<file path="config.mk">
export PLATFORM = sky130hd
export DESIGN_NAME = asrc_top
export DESIGN_NICKNAME = d
export VERILOG_FILES = /design/src/logic/asrc_top.v /design/src/logic/asrc_sync.v
export VERILOG_INCLUDE_DIRS = /design/src /design/src/logic
export SDC_FILE = /design/constraint.sdc
export NUM_CORES = 1
export LEC_CHECK = 0
export BUFFER_PORTS_ARGS = -buffer_cell sky130_fd_sc_hd__buf_2
export CAP_MARGIN = 10
export CORE_MARGIN = 2
export CORE_UTILIZATION = 58
export DETAILED_ROUTE_END_ITERATION = 7
export GPL_TIMING_DRIVEN = 0
export PLACE_DENSITY_LB_ADDON = 0.15
export SETUP_SLACK_MARGIN = 0.1
export SLEW_MARGIN = 10
export SYNTH_ARGS = -nofsm -noshare
export SYNTH_HDL_FRONTEND = slang
export SYNTH_SLANG_ARGS = --single-unit
</file>
<file path="constraint.sdc">
create_clock -name mclk -period 3.9 [get_ports mclk]
set_input_delay 0.195 -clock mclk [delete_from_list [all_inputs] [get_ports mclk]]
set_output_delay 0.195 -clock mclk [all_outputs]
set_load 0.01 [all_outputs]
</file>
<file path="src/logic/asrc_map.vh">
// timing constants and encodings for the sleep and reset controller
`ifndef ASRC_MAP_VH
`define ASRC_MAP_VH

// ----------------------------------------
// timing
// ----------------------------------------
`define ASRC_CLK_PERIOD_NS   5
`define ASRC_CONV_TIME_NS    500
`define ASRC_CONV_CYCLES     ((`ASRC_CONV_TIME_NS + `ASRC_CLK_PERIOD_NS - 1) / `ASRC_CLK_PERIOD_NS)
`define ASRC_ACQ_TIME_NS     100
`define ASRC_ACQ_CYCLES      ((`ASRC_ACQ_TIME_NS + `ASRC_CLK_PERIOD_NS - 1) / `ASRC_CLK_PERIOD_NS)
`define ASRC_CNT_W           8

// ----------------------------------------
// power states
// ----------------------------------------
`define ASRC_ST_RESET        3'H0
`define ASRC_ST_ACQ          3'H1
`define ASRC_ST_CONV         3'H2
`define ASRC_ST_SLEEP        3'H3
`define ASRC_ST_READY        3'H4

`endif

</file>
<file path="src/logic/asrc_top.v">
// power-state and reset controller for a multichannel converter
`include "asrc_map.vh"
`timescale 1ns/100ps

module asrc_top
(
  input  wire mclk,                  // 200 MHz block clock
  input  wire rst,                   // synchronous reset, high
  input  wire reset_pin,             // device reset pin, high active, asynchronous
  input  wire conversion_start,      // conversion start pin, asynchronous
  input  wire sclk,                  // serial clock pin, asynchronous
  input  wire serial_bus_disable,    // bus disable pin, high disables, asynchronous
  output reg  busy_ff,               // conversion in progress
  output reg  core_pd_ff,            // converter core powered down whenever not converting (reset, acquisition, nap or sleep)
  output reg  all_pd_ff,             // everything but standby powered down
  output reg  sleep_ff,              // sleep state indicator
  output reg  sdo_oe_ff,             // serial data output enable, high drives
  output reg  clear_ff,              // clear to output register and sequencer memory
  output reg  abort_ff,              // one-cycle pulse aborting the core conversion
  output reg  conv_go_ff             // one-cycle pulse starting a core conversion
);

  wire                  rst_pin_s;
  wire                  cnv_s;
  wire                  sck_s;
  wire                  rdl_s;
  reg                   cnv_d_ff;
  reg                   sck_d_ff;
  reg  [2:0]            state_ff;
  reg  [2:0]            nxt_state;
  reg  [`ASRC_CNT_W-1:0] cnt_ff;
  reg  [`ASRC_CNT_W-1:0] nxt_cnt;
  reg                   sck_seen_ff;
  reg                   first_done_ff;
  reg                   sleep_req_ff;
  wire                  cnv_rise;
  wire                  sck_rise;

  // counts are worked out wide, then cut to the counter width on purpose
  localparam integer           CONV_LAST_I = `ASRC_CONV_CYCLES - 1;
  localparam integer           ACQ_LAST_I  = `ASRC_ACQ_CYCLES - 1;
  localparam [`ASRC_CNT_W-1:0] CONV_LAST   = CONV_LAST_I[`ASRC_CNT_W-1:0];
  localparam [`ASRC_CNT_W-1:0] ACQ_LAST    = ACQ_LAST_I[`ASRC_CNT_W-1:0];

  // power states
  localparam [2:0]             ST_RESET    = `ASRC_ST_RESET;
  localparam [2:0]             ST_ACQ      = `ASRC_ST_ACQ;
  localparam [2:0]             ST_CONV     = `ASRC_ST_CONV;
  localparam [2:0]             ST_SLEEP    = `ASRC_ST_SLEEP;
  localparam [2:0]             ST_READY    = `ASRC_ST_READY;

  wire [3:0]                   pin_raw;
  wire [3:0]                   pin_s;

  // ----------------------------------------
  // pin synchronisers
  // ----------------------------------------
  // bit order: reset pin, start, serial clock, bus disable
  assign pin_raw = {serial_bus_disable, sclk, conversion_start, reset_pin};

  genvar gi;
  generate
    for (gi = 0; gi < 4; gi = gi + 1)
    begin : g_sync
      asrc_sync u_sync
      (
        .mclk    (mclk),
        .rst     (rst),
        .din     (pin_raw[gi]),
        .dout_ff (pin_s[gi])
      );
    end
  endgenerate

  assign rst_pin_s = pin_s[0];
  assign cnv_s     = pin_s[1];
  assign sck_s     = pin_s[2];
  assign rdl_s     = pin_s[3];

  // edge detection on the synchronised copies only
  always @(posedge mclk)
  begin
    if (rst)
    begin
      cnv_d_ff <= 1'B0;
      sck_d_ff <= 1'B0;
    end
    else
    begin
      cnv_d_ff <= cnv_s;
      sck_d_ff <= sck_s;
    end
  end

  assign cnv_rise = cnv_s & ~cnv_d_ff;
  assign sck_rise = sck_s & ~sck_d_ff;

  // ----------------------------------------
  // power state machine
  // ----------------------------------------
  always @*
  begin
    nxt_state = state_ff;
    nxt_cnt   = cnt_ff;
    case (state_ff)
      ST_RESET:
      begin
        nxt_cnt = {`ASRC_CNT_W{1'B0}};
        if (!rst_pin_s)
          nxt_state = ST_ACQ;
      end
      ST_ACQ:
      begin
        // starts during the acquisition window after reset are dropped
        if (cnt_ff == ACQ_LAST)
          nxt_state = ST_READY;
        else
          nxt_cnt = cnt_ff + 1'B1;
      end
      ST_READY:
      begin
        nxt_cnt = {`ASRC_CNT_W{1'B0}};
        if (cnv_rise)
          nxt_state = ST_CONV;
      end
      ST_CONV:
      begin
        if (cnt_ff == CONV_LAST)
        begin
          nxt_cnt = {`ASRC_CNT_W{1'B0}};
          // busy falls here: sleep if requested, else nap in ready
          if (sleep_req_ff)
            nxt_state = ST_SLEEP;
          else
            nxt_state = ST_READY;
        end
        else
          nxt_cnt = cnt_ff + 1'B1;
      end
      ST_SLEEP:
      begin
        nxt_cnt = {`ASRC_CNT_W{1'B0}};
        // wake-up delay is the host's to honour; no lockout here
        if (sck_rise)
          nxt_state = ST_READY;
      end
      default:
        nxt_state = ST_RESET;
    endcase
    // reset pin overrides everything, aborting any conversion
    if (rst_pin_s)
    begin
      nxt_state = ST_RESET;
      nxt_cnt   = {`ASRC_CNT_W{1'B0}};
    end
  end

  always @(posedge mclk)
  begin
    if (rst)
    begin
      state_ff <= ST_RESET;
      cnt_ff   <= {`ASRC_CNT_W{1'B0}};
    end
    else
    begin
      state_ff <= nxt_state;
      cnt_ff   <= nxt_cnt;
    end
  end

  // ----------------------------------------
  // sleep request detection
  // ----------------------------------------
  // a start during a conversion still counts toward a sleep request
  always @(posedge mclk)
  begin
    if (rst || rst_pin_s)
    begin
      sck_seen_ff   <= 1'B0;
      first_done_ff <= 1'B0;
      sleep_req_ff  <= 1'B0;
    end
    else
    begin
      if (cnv_rise)
      begin
        // a start with no clock since the previous one requests sleep
        // a clock edge in the same cycle separates the starts, so no request
        if (first_done_ff && !sck_seen_ff && !sck_rise)
          sleep_req_ff <= 1'B1;
        first_done_ff <= 1'B1;
        sck_seen_ff   <= sck_rise;                               // edge in same cycle still counts
      end
      else if (sck_rise)
        sck_seen_ff <= 1'B1;
      if (state_ff == ST_SLEEP && sck_rise)
      begin
        sleep_req_ff  <= 1'B0;
        first_done_ff <= 1'B0;
      end
      else if (nxt_state == ST_SLEEP)
        first_done_ff <= 1'B0;
    end
  end

  // ----------------------------------------
  // registered outputs
  // ----------------------------------------
  // clear only follows the reset pin; sleep never touches sequencer state
  always @(posedge mclk)
  begin
    if (rst)
    begin
      busy_ff    <= 1'B0;
      core_pd_ff <= 1'B1;
      all_pd_ff  <= 1'B0;
      sleep_ff   <= 1'B0;
      sdo_oe_ff  <= 1'B0;
      clear_ff   <= 1'B1;
      abort_ff   <= 1'B0;
      conv_go_ff <= 1'B0;
    end
    else
    begin
      busy_ff    <= (nxt_state == ST_CONV);
      core_pd_ff <= (nxt_state != ST_CONV);
      all_pd_ff  <= (nxt_state == ST_SLEEP);
      sleep_ff   <= (nxt_state == ST_SLEEP);
      sdo_oe_ff  <= ~rst_pin_s & ~rdl_s;
      clear_ff   <= rst_pin_s;
      abort_ff   <= rst_pin_s & (state_ff == ST_CONV);
      conv_go_ff <= (state_ff != ST_CONV) && (nxt_state == ST_CONV);
    end
  end

endmodule

</file>
<file path="src/logic/asrc_sync.v">
// two-flop synchroniser for pin inputs
`timescale 1ns/100ps

module asrc_sync
(
  input  wire mclk,    // block clock
  input  wire rst,     // synchronous reset, high
  input  wire din,     // asynchronous pin level
  output reg  dout_ff  // synchronised level
);

  reg meta_ff;

  // ----------------------------------------
  // synchroniser
  // ----------------------------------------
  // the first flop feeds only the second, so no logic sees a metastable value
  always @(posedge mclk)
  begin
    if (rst)
    begin
      meta_ff <= 1'B0;
      dout_ff <= 1'B0;
    end
    else
    begin
      meta_ff <= din;
      dout_ff <= meta_ff;
    end
  end

endmodule

</file>
==> metrics.cfg, run 1 <==
[hold_path]
hp-class=primary input to flip-flop
hold_path_depth=2
min_from=rst
worstHoldEndpoint=g_sync[0].u_sync.meta_ff

[worst_setup_path]
rr_endpoint=core_pd_ff
required_ns=4.12
critPathKind=flip-flop to flip-flop
cp_max_fo=5
path_buf_inv=0
r2r_cells=5
cp_slowest_stage_delay_ns=0.47
startpoint=cnt_ff[0]
path_depth=5
end_kind=flip-flop
path_cells=ha_1, nor4b_2, a311oi_1, a311oi_1, nand2b_1
crit_top_cell=a311oi_1
cpMaxStageDelayCell=a311oi_1
arrival_ns=2.19
crit_family=compound AO/OA/AOI/OAI gates
r2r-start=cnt_ff[0]
start_kind=flip-flop
r2r_slack_ns=1.94

[clock_network]
htree_levels=2
cts_root_buf=clkbuf_4
cts_buffer_depth=2
postCtsResizedCells=0
cts-buffers-inserted=5
cts_tree=built
holdBufCountCts=0
clkSinkCount=31
post_cts_buffers=0
clk-insertion-delay-late_ns=0.34
path_clk_slew_ns=0.09

[final_layout]
synthToLayoutAreaGrowth_pct=14.4
utilization=0.682
fin_area_mm2=0.00148
drive_gt1_frac=0.201
fillers=193
fin_nets=160
num_antenna_cells=0

[timing]
slew_headroom=0.476
setup_violations=0
min_period_ns=1.96
fin_skew_ns=0.00987
setup_tns_ns=0
post-route-period-util=0.504
hold_viol_final=0
worst_pin_slew_ns=0.778
max_freq_mhz=509
rsz0062_at_grt=false
slew_violations=0

[synth]
synth-main-ff-cell=dfxtp_1
synth.top_cells.by_area=dfxtp_1 48%, nor2b_1 5.8%, nor2_1 3.8%
syn_area_mm2=0.00129
synth_top_cell_by_area=dfxtp_1
synth.net_count=140
ys_seq_elements=31
synth_async_sr_flop_share=0
ys_seq_area_frac=0.480
yosysUniqueCellTypes=42
synthCells=133
synth_edf_count=0
yosys-top-cells-count=31 x dfxtp_1, 13 x nor2_1, 12 x nor2b_1
ys_warn_count=0
synth.avg_cell_area_um2=9.73
yosysMostFrequentCell=dfxtp_1
synth_top_area_frac=0.480

[floorplan]
start_util=0.596
core_mm2=0.00217
ioPinCount=14
rows=17
die_h_um=51.2
dieWidth_um=51.2
fp.dieArea_mm2=0.00262

[global_routing]
grt_use_total=0.217
antenna_found_initial=0
grt_pass1_wl_um=4110
grt-ovfl-total=0
grt_max_degree=11
grt_pass1_vias=974

[routing]
viasPerCell=5.55
drc_errors=0
drt_iter0_drc=32
first_pass_iters=4
ant_nets=0
postRouteWirelength_um=2300
wl_per_cell_um=12.6
vias=1011

[place]
dp_hpwl_um=1650
gp_congestion=0.849
place_area_mm2=0.00139
io_buffer_count=13

[power_and_ir_drop]
pwr_density_cell_mw_per_mm2=417
ir_worst_vdd_v=0.000373
leakage_nw=0.556

[status]
status=completed

[job]
drv_cap=0

[cell type report]
cell class                      count  area, um^2  area share
Inverter                            6        22.5      0.0152
Sequential cell                    31         621       0.419
Buffer                              5        27.5      0.0186
Tap cell                           28        35.0      0.0237
Timing Repair Buffer               13        65.1      0.0440
Clock buffer                        6        51.3      0.0347
Clock inverter                      2        35.0      0.0237
Multi-Input combinational cell     91         623       0.421
[worst register-to-register path: stages (launching register included)]
cell and delay [ns]:
dfxtp_1 0.42, ha_1 0.22, nor4b_2 0.40, a311oi_1 0.26
a311oi_1 0.47, nand2b_1 0.09
[worst max-delay path by stage]
stage	end
finish	core_pd_ff
global route	core_pd_ff
CTS	conv_go_ff
detailed placement	conv_go_ff
global placement	cnt_ff[7]
floorplan	conv_go_ff
[cell families (layout without fill, tap and decap cells)]
logic type | count (synthesis) | count (layout) | synth area share
AND/OR/NAND/NOR | 59 | 59 | 0.273
flip-flops | 31 | 31 | 0.480
AO/OA/AOI/OAI | 25 | 25 | 0.153
buffers and inverters | 11 | 32 | 0.0387
XOR/XNOR | 4 | 4 | 0.0271
multiplexers | 2 | 2 | 0.0193
adder cells (fa/ha/maj) | 1 | 1 | 0.00967
[power by group]
group          internal, mW  switching [mW]  leakage [nW]
Sequential            0.325         0.00327         0.253
Clock                 0.151           0.110        0.0482
Combinational        0.0115          0.0159         0.255
[cells in the final DEF (no fill, tap or decap), drive strengths merged, types with 2 or more instances in the layout]
cell and count:
a21o 2, a21oi 3, a311oi 3, a31oi 2, buf 16, clkbuf 8
dfxtp 31, inv 6, nand2 7, nand2b 2, nand3 6, nand3b 2
nand4 2, nor2 13, nor2b 12, nor3b 4, nor4b 4, o211ai 2
o21a 3, o21ai 3, xnor2 3
[metrics by stage]
stage	setup WS, ns	std cells	total power, mW	hold slack [ns]
floorplan	2.09	133	0.354	0.267
global placement	1.98	174	0.362	0.380
detailed placement	1.96	174	0.363	0.384
CTS	1.94	182	0.621	0.0299
global route	1.77	182	0.638	0.0352
finish	1.94	182	0.617	0.0361
[registers in the layout (all words and copies together), names as in the netlist]
signal / cells
clear_ff: 1
sck_d_ff: 1
cnt_ff: 8
state_ff: 3
first_done_ff: 1
g_sync.u_sync.dout_ff: 4
sleep_req_ff: 1
sleep_ff: 1
core_pd_ff: 1
conv_go_ff: 1
cnv_d_ff: 1
g_sync.u_sync.meta_ff: 4
sdo_oe_ff: 1
busy_ff: 1
abort_ff: 1
sck_seen_ff: 1
[layer usage]
metal	global-route usage	vias to the layer above	wire length (um)	part of all wire
met5	0	-	0	0
met4	0.0789	0	40	0.017
met3	0.0965	6	135	0.059
met2	0.333	21	1020	0.44
met1	0.271	471	1100	0.48
li1	-	513	-	-
Note: power is estimated with default switching activity, not from simulation.
==> inputs of run 2 (changes only) <==
--- a/config.mk
+++ b/config.mk
@@ -9,7 +9,7 @@
 export BUFFER_PORTS_ARGS = -buffer_cell sky130_fd_sc_hd__buf_2
 export CAP_MARGIN = 10
 export CORE_MARGIN = 2
-export CORE_UTILIZATION = 58
+export CORE_UTILIZATION = 56
 export DETAILED_ROUTE_END_ITERATION = 7
 export GPL_TIMING_DRIVEN = 0
 export PLACE_DENSITY_LB_ADDON = 0.15
==> constraint.sdc (replaced) <==
create_clock -name mclk -period 1.99 [get_ports mclk]
set_input_delay 0.0995 -clock mclk [delete_from_list [all_inputs] [get_ports mclk]]
set_output_delay 0.0995 -clock mclk [all_outputs]
set_load 0.01 [all_outputs]
==> run 2 against run 1 <==
Against the previous run:
- combinational power grew 130%
- flip-flop and latch count did not move
- worst setup slack got worse by 1.8 ns
- non-clock buffer count is 5 higher
- via count rose by 2.4%
- final cell count rose by 2.7%
- die area rose by 3.3%
- hold slack better by 0.37 ns
- critical path depth did not move
- critical path type unchanged
- critical endpoint unchanged
- largest cell class unchanged
- largest power group unchanged
==> metrics.cfg, run 2 (same netlist as run 1, synthesis figures left out) <==
[final_layout]
layout_common_cells=29 x dfxtp_1, 14 x buf_2, 13 x nor2_1
fin_area_mm2=0.00157  ; +5.9%
synthToLayoutAreaGrowth_pct=21.2
layout_commonest_cell=dfxtp_1
top_regs=cnt_ff: 8 flops, g_sync.u_sync.dout_ff: 4 flops, g_sync.u_sync.meta_ff: 4 flops
fin_nets=165  ; +3.1%
drive_gt1_frac=0.239  ; +0.0377
largest_reg_flops=8  ; unchanged
num_antenna_cells=0  ; unchanged
top_register=cnt_ff

[routing]
postRouteWirelength_um=2400  ; +4.4%
vias=1035  ; +2.4%
ant_nets=0  ; unchanged
viasPerCell=5.53  ; -0.36%
drc_errors=0  ; unchanged
wl_per_cell_um=12.8  ; +1.6%
drt_iter0_drc=41  ; +28%
first_pass_iters=4  ; unchanged

[power_and_ir_drop]
leakage_nw=0.582  ; +4.7%
p_sw_frac=0.210  ; about the same
power_frac_seq=0.528  ; -0.004
internal-power_mw=0.964  ; +98%
net-switching-power_mw=0.256  ; +98%
comb_power_share=0.052  ; +0.008
clockPowerShare=0.420  ; -0.004
ir_worst_vdd_v=0.000688  ; +85%
pwr_density_cell_mw_per_mm2=778  ; +87%

[timing]
setup_violations=0  ; unchanged
fin_skew_ns=0.0133  ; +0.00339 ns
slew_violations=0  ; unchanged
worst_pin_slew_ns=0.727  ; -0.0511 ns
max_freq_mhz=541  ; +6.2%
min_period_ns=1.85  ; -0.115 ns
hold_viol_final=0  ; unchanged
slew_headroom=0.510  ; +0.0345
post-route-period-util=0.929  ; +0.425
rsz0062_at_grt=true
setup_tns_ns=0  ; unchanged
fin_ws_ns=0.141  ; -1.79 ns

[clock_network]
cts_tree=built
cts_buffer_depth=2  ; unchanged
cts_root_buf=clkbuf_4
path_clk_slew_ns=0.10  ; about the same
htree_levels=2  ; unchanged
clk-insertion-delay-late_ns=0.33  ; about the same
cts-buffers-inserted=5  ; unchanged
post_cts_buffers=0  ; unchanged
clkSinkCount=31  ; unchanged

[worst_setup_path]
end_kind=flip-flop
cp_max_fo=5  ; unchanged
arrival_ns=2.11  ; -0.08 ns
cp_slowest_stage_delay_ns=0.47  ; about the same
cpMaxStageDelayCell=or4b_4
critPathKind=flip-flop to flip-flop
start_kind=flip-flop
required_ns=2.25  ; -1.87 ns
path_cells=ha_4, or4b_4, o31a_1, o311ai_4, nand2b_1

[place]
io_buffer_count=13  ; unchanged
dp_hpwl_um=1670  ; +0.95%
gp_congestion=0.857  ; +1.0%
post-place-ws_ns=0.0187  ; -1.94 ns
place_area_mm2=0.00139  ; unchanged

[floorplan]
start_util=0.591  ; -0.00579
die_h_um=52.1  ; +1.6%
ioPinCount=14  ; unchanged
dieWidth_um=52.1  ; +1.6%
core_mm2=0.00219  ; +0.98%
rows=17  ; unchanged
fp.dieArea_mm2=0.00271  ; +3.3%

[status]
status=completed

[job]
drv_cap=0  ; unchanged

[hold_path]
hp-class=flip-flop to flip-flop

[global_routing]
grt_max_degree=11  ; unchanged
grt_pass1_vias=958  ; -1.6%
grt-ovfl-total=0  ; unchanged
antenna_found_initial=0  ; unchanged
grt_pass1_wl_um=4130  ; +0.51%
grt_use_total=0.213  ; -0.00472

[run 2: cell count changes in the layout (fill, tap and decap cells not counted), sizes merged]
cell and delta:
dlygate4sd3 +5
[run 2: critical path: cells and delay by family (launching register included)]
kind                       cells  cell delay (ns)
DFF                            1             0.39
AOI/OAI and AO/OA              2             0.60
adders and majority gates      1             0.15
and+or+nand+nor                2             0.63
[run 2: final timing paths]
kind                       startpoint         end  slack [ns]  depth (start not counted)
max                         cnt_ff[0]  core_pd_ff        0.14                          5
min          g_sync[3].u_sync.dout_ff   sdo_oe_ff        0.40                          1
max reg2reg                 cnt_ff[0]  core_pd_ff        0.14                          5
min reg2reg  g_sync[3].u_sync.dout_ff   sdo_oe_ff        0.40                          1
[run 2: cell type report]
type,instances,area [um^2]
multi-input cells,91,656
flip-flops and latches,31,626
fillers,161,623
well taps,28,35.0
plain buffers,5,27.5
repair buffers,18,115
clock buffers,6,51.3
clock inverters,2,35.0
inverters,6,22.5
[run 2: power groups by stage]
stage	combinational [mW]	clock (mW)	sequential, mW
2_1_floorplan	0.0361	0	0.657
3_3_place_gp	0.0520	0	0.657
3_5_place_dp	0.0535	0	0.657
4_1_cts	0.0631	0.522	0.644
5_1_grt	0.0708	0.547	0.646
6_report	0.0640	0.512	0.644
[run 2: repair_timing]
| action | CTS | global route |
|---|---|---|
| pin swaps | 2 | 1 |
| hold buffers | 5 | 0 |
| hold endpoints to repair | 4 | 0 |
| gates resized for setup | 7 | 2 |
| setup endpoints to repair | 11 | 12 |
[run 2: layer usage]
| metal | wire length [um] | global-route usage |
|---|---|---|
| met4 | 0 | 0.0833 |
| met1 | 1170 | 0.257 |
| met5 | 0 | 0 |
| met2 | 1140 | 0.335 |
| met3 | 91 | 0.0862 |
[run 2: stage by stage]
stage / hold WS (ns) / util / total power [mW] / instances
floorplan: 0.171 / - / 0.694 / 133
global placement: 0.289 / 0.636 / 0.709 / 174
detailed placement: 0.295 / 0.636 / 0.711 / 174
CTS: 0.409 / 0.710 / 1.23 / 187
global route: 0.421 / 0.716 / 1.26 / 187
finish: 0.402 / 0.716 / 1.22 / 187
==> inputs of run 3 (changes only) <==
--- a/config.mk
+++ b/config.mk
@@ -9,7 +9,7 @@
 export BUFFER_PORTS_ARGS = -buffer_cell sky130_fd_sc_hd__buf_2
 export CAP_MARGIN = 10
 export CORE_MARGIN = 2
-export CORE_UTILIZATION = 56
+export CORE_UTILIZATION = 57
 export DETAILED_ROUTE_END_ITERATION = 7
 export GPL_TIMING_DRIVEN = 0
 export PLACE_DENSITY_LB_ADDON = 0.15
@@ -17,4 +17,5 @@
 export SLEW_MARGIN = 10
 export SYNTH_ARGS = -nofsm -noshare
 export SYNTH_HDL_FRONTEND = slang
+export SYNTH_HIERARCHICAL = 1
 export SYNTH_SLANG_ARGS = --single-unit
==> run 3 against run 2 <==
Against the previous run:
- clock power is 33% lower
- die area grew 5.8%
- worst setup slack better by 0.082 ns
- clock skew decreased by 0.0065 ns
- power is 14% lower
- largest power group unchanged
==> metrics.cfg, run 3 <==
[status]
status=completed

[synth]
synth_top_family_by_area=simple AND/OR/NAND/NOR gates
synth_top_cell_by_area=dfxtp_1
syn_area_mm2=0.00140  ; +8.2%
synth_async_sr_flop_share=0  ; unchanged
synth.net_count=148  ; +5.7%
ys_seq_area_frac=0.443  ; -0.0364
yosys-top-cells-count=31 x dfxtp_1, 17 x nor2_1, 12 x nor2b_1
synthSimpleGateAreaFrac=0.317  ; +0.0445
synth.avg_cell_area_um2=9.93  ; +2.1%
synthXorXnorAreaFrac=0.0250  ; -0.00206
synthAdderAreaFrac=0.00894  ; -0.000735
ys_warn_count=6  ; +6
synth_top_area_frac=0.443  ; -0.0364
synth_edf_count=0  ; unchanged
yosysMostFrequentCell=dfxtp_1
ys_seq_elements=31  ; unchanged
synthCells=141  ; +6.0%
synth_mux_area_frac=0  ; -0.0193
synth-main-ff-cell=dfxtp_1
synth.top_cells.by_area=dfxtp_1 44%, nor2b_1 5.4%, nor2_1 4.6%
yosysUniqueCellTypes=51  ; +21%
synth_compound_area_frac=0.147  ; -0.00625

[timing]
post-route-period-util=0.888  ; -0.0411
hold_viol_final=0  ; unchanged
fin_ws_ns=0.223  ; +0.0819 ns
setup_violations=0  ; unchanged
slew_violations=0  ; unchanged
min_period_ns=1.77  ; -0.0819 ns
worst_pin_slew_ns=0.592  ; -0.136 ns
slew_headroom=0.600  ; +0.0901
setup_tns_ns=0  ; unchanged
fin_skew_ns=0.00673  ; -0.00653 ns
rsz0062_at_grt=false
max_freq_mhz=566  ; +4.6%

[hold_path]
min_from=rst
hp-class=primary input to flip-flop
worstHoldEndpoint=g_sync[0].u_sync/meta_ff
hold_path_depth=2  ; +1

[routing]
drc_errors=0  ; unchanged
first_pass_iters=4  ; unchanged
wl_per_cell_um=14.0  ; +9.3%
vias=1094  ; +5.7%
drt_iter0_drc=28  ; -32%
postRouteWirelength_um=2740  ; +14%
ant_nets=0  ; unchanged
viasPerCell=5.61  ; +1.4%

[power_and_ir_drop]
ir_worst_vdd_v=0.000614  ; -11%
leakage_nw=0.596  ; +2.3%
net-switching-power_mw=0.248  ; -3.3%
clockPowerShare=0.324  ; -0.096
power_frac_seq=0.613  ; +0.085
comb_power_share=0.062  ; +0.010
pwr_density_cell_mw_per_mm2=653  ; -16%
internal-power_mw=0.806  ; -16%
p_sw_frac=0.235  ; +0.0251

[final_layout]
multi_input_area_um2=709  ; +8.2%
fillers=178  ; +11%
synthToLayoutAreaGrowth_pct=15.2
num_antenna_cells=0  ; unchanged
top_register=cnt_ff
largest_reg_flops=8  ; unchanged
top_regs=cnt_ff: 8 flops, g_sync.u_sync/dout_ff: 4 flops, g_sync.u_sync/meta_ff: 4 flops
regArea_um2=623  ; -0.40%
utilization=0.709  ; -0.00696
layout_common_cells=29 x dfxtp_1, 17 x nor2_1, 13 x buf_2
layout_commonest_cell=dfxtp_1
drive_gt1_frac=0.269  ; +0.0305
fin_nets=173  ; +4.8%

[clock_network]
cts_tree=built
path_clk_slew_ns=0.09  ; about the same
clk-insertion-delay-late_ns=0.33  ; about the same
htree_levels=2  ; unchanged
clkSinkCount=31  ; unchanged
cts-buffers-inserted=5  ; unchanged
cts_buffer_depth=2  ; unchanged
cts_root_buf=clkbuf_4

[global_routing]
grt_max_degree=13  ; +2
grt-ovfl-total=0  ; unchanged
grt_pass1_vias=1070  ; +12%
grt_use_total=0.239  ; +0.0265
grt_pass1_wl_um=4690  ; +14%
antenna_found_initial=0  ; unchanged

[floorplan]
core_mm2=0.00228  ; +3.9%
start_util=0.615  ; +0.0247
die_h_um=53.6  ; +2.9%
fp.dieArea_mm2=0.00287  ; +5.8%
ioPinCount=14  ; unchanged
dieWidth_um=53.6  ; +2.9%
rows=17  ; unchanged

[place]
io_buffer_count=13  ; unchanged
gp_congestion=0.840  ; -2.0%
post-place-ws_ns=-0.0535  ; -0.0721 ns
dp_hpwl_um=1850  ; +11%

[worst_setup_path]
end_kind=flip-flop
arrival_ns=1.98  ; -0.13 ns
r2r_cells=5  ; unchanged
rr_endpoint=core_pd_ff
cp_max_fo=7  ; +2
required_ns=2.21  ; -0.04 ns
r2r_slack_ns=0.22  ; +0.08 ns
r2r-start=cnt_ff[0]
critPathKind=flip-flop to flip-flop
start_kind=flip-flop

[job]
drv_cap=0  ; unchanged

==> run 3: changes by cell type in the layout (fill, tap and decap cells not counted), sizes merged, moves of 3 or more <==
| cell | before | now |
|---|---|---|
| nand3 | 6 | 3 |
| a21oi | 3 | 8 |
| buf | 16 | 19 |
| nor4 | 1 | 4 |
| nor2 | 13 | 17 |
==> run 3: worst max-delay path by stage <==
stage	from	endpoint	slack (ns)	cells after the start
floorplan	cnt_ff[0]	first_done_ff	0.21	5
global placement	cnt_ff[0]	cnt_ff[0]	-0.003	5
detailed placement	cnt_ff[0]	cnt_ff[0]	-0.05	5
CTS	cnt_ff[1]	first_done_ff	0.12	5
global route	cnt_ff[6]	cnt_ff[1]	0.10	5
finish	cnt_ff[0]	core_pd_ff	0.22	5
==> run 3: repair_timing <==
action / 4_1_cts / 5_1_grt
hold endpoints to repair: 4 / 0
gates resized for setup: 3 / 1
setup endpoints to repair: 16 / 15
pin swaps: 0 / 2
hold buffers: 4 / 0
setup buffers: 1 / 0
==> run 3: logic make-up after synthesis <==
family                   Yosys count
flip-flops                        31
XOR/XNOR                           4
AO/OA/AOI/OAI                     24
buffers and inverters             12
adder cells (fa/ha/maj)            1
AND/OR/NAND/NOR                   69
==> run 3: layout make-up <==
class	count	area share
multi-input combinational	98	0.440
sequential	31	0.386
timing repair buffer	18	0.0698
buffer	8	0.0419
clock buffer	7	0.0279
tap	28	0.0217
inverter	4	0.00931
clock inverter	1	0.00310
==> run 3: metal layers <==
layer,track usage,vias up,part of all wire
met4,0.128,0,0.021
met3,0.0861,7,0.040
li1,-,551,-
met5,0,-,0
met2,0.412,27,0.50
met1,0.254,509,0.44
==> run 3: power by group through the flow <==
stage	clock, mW	combinational, mW	sequential (mW)
after floorplan	0	0.0394	0.658
after global placement	0	0.0574	0.658
after detailed placement	0	0.0586	0.659
after CTS	0.353	0.0655	0.646
after global routing	0.382	0.0730	0.648
final	0.342	0.0658	0.646
==> run 3: worst max-delay path, cell delays in order (launching register included) <==
cell	delay (ns)
dfxtp_2	0.41
ha_4	0.19
nor4b_4	0.28
nand4_1	0.20
a221oi_1	0.47
nand2b_1	0.10
==> run 3: per-stage QoR <==
stage	cell area (um^2)	hold slack (ns)	total power, mW	std cells
after floorplan	1400	0.171	0.698	141
after global placement	1500	0.314	0.715	182
after detailed placement	1500	0.319	0.718	182
after CTS	1610	0.0650	1.06	195
after global routing	1610	0.0631	1.10	195
final	1610	0.0755	1.05	195
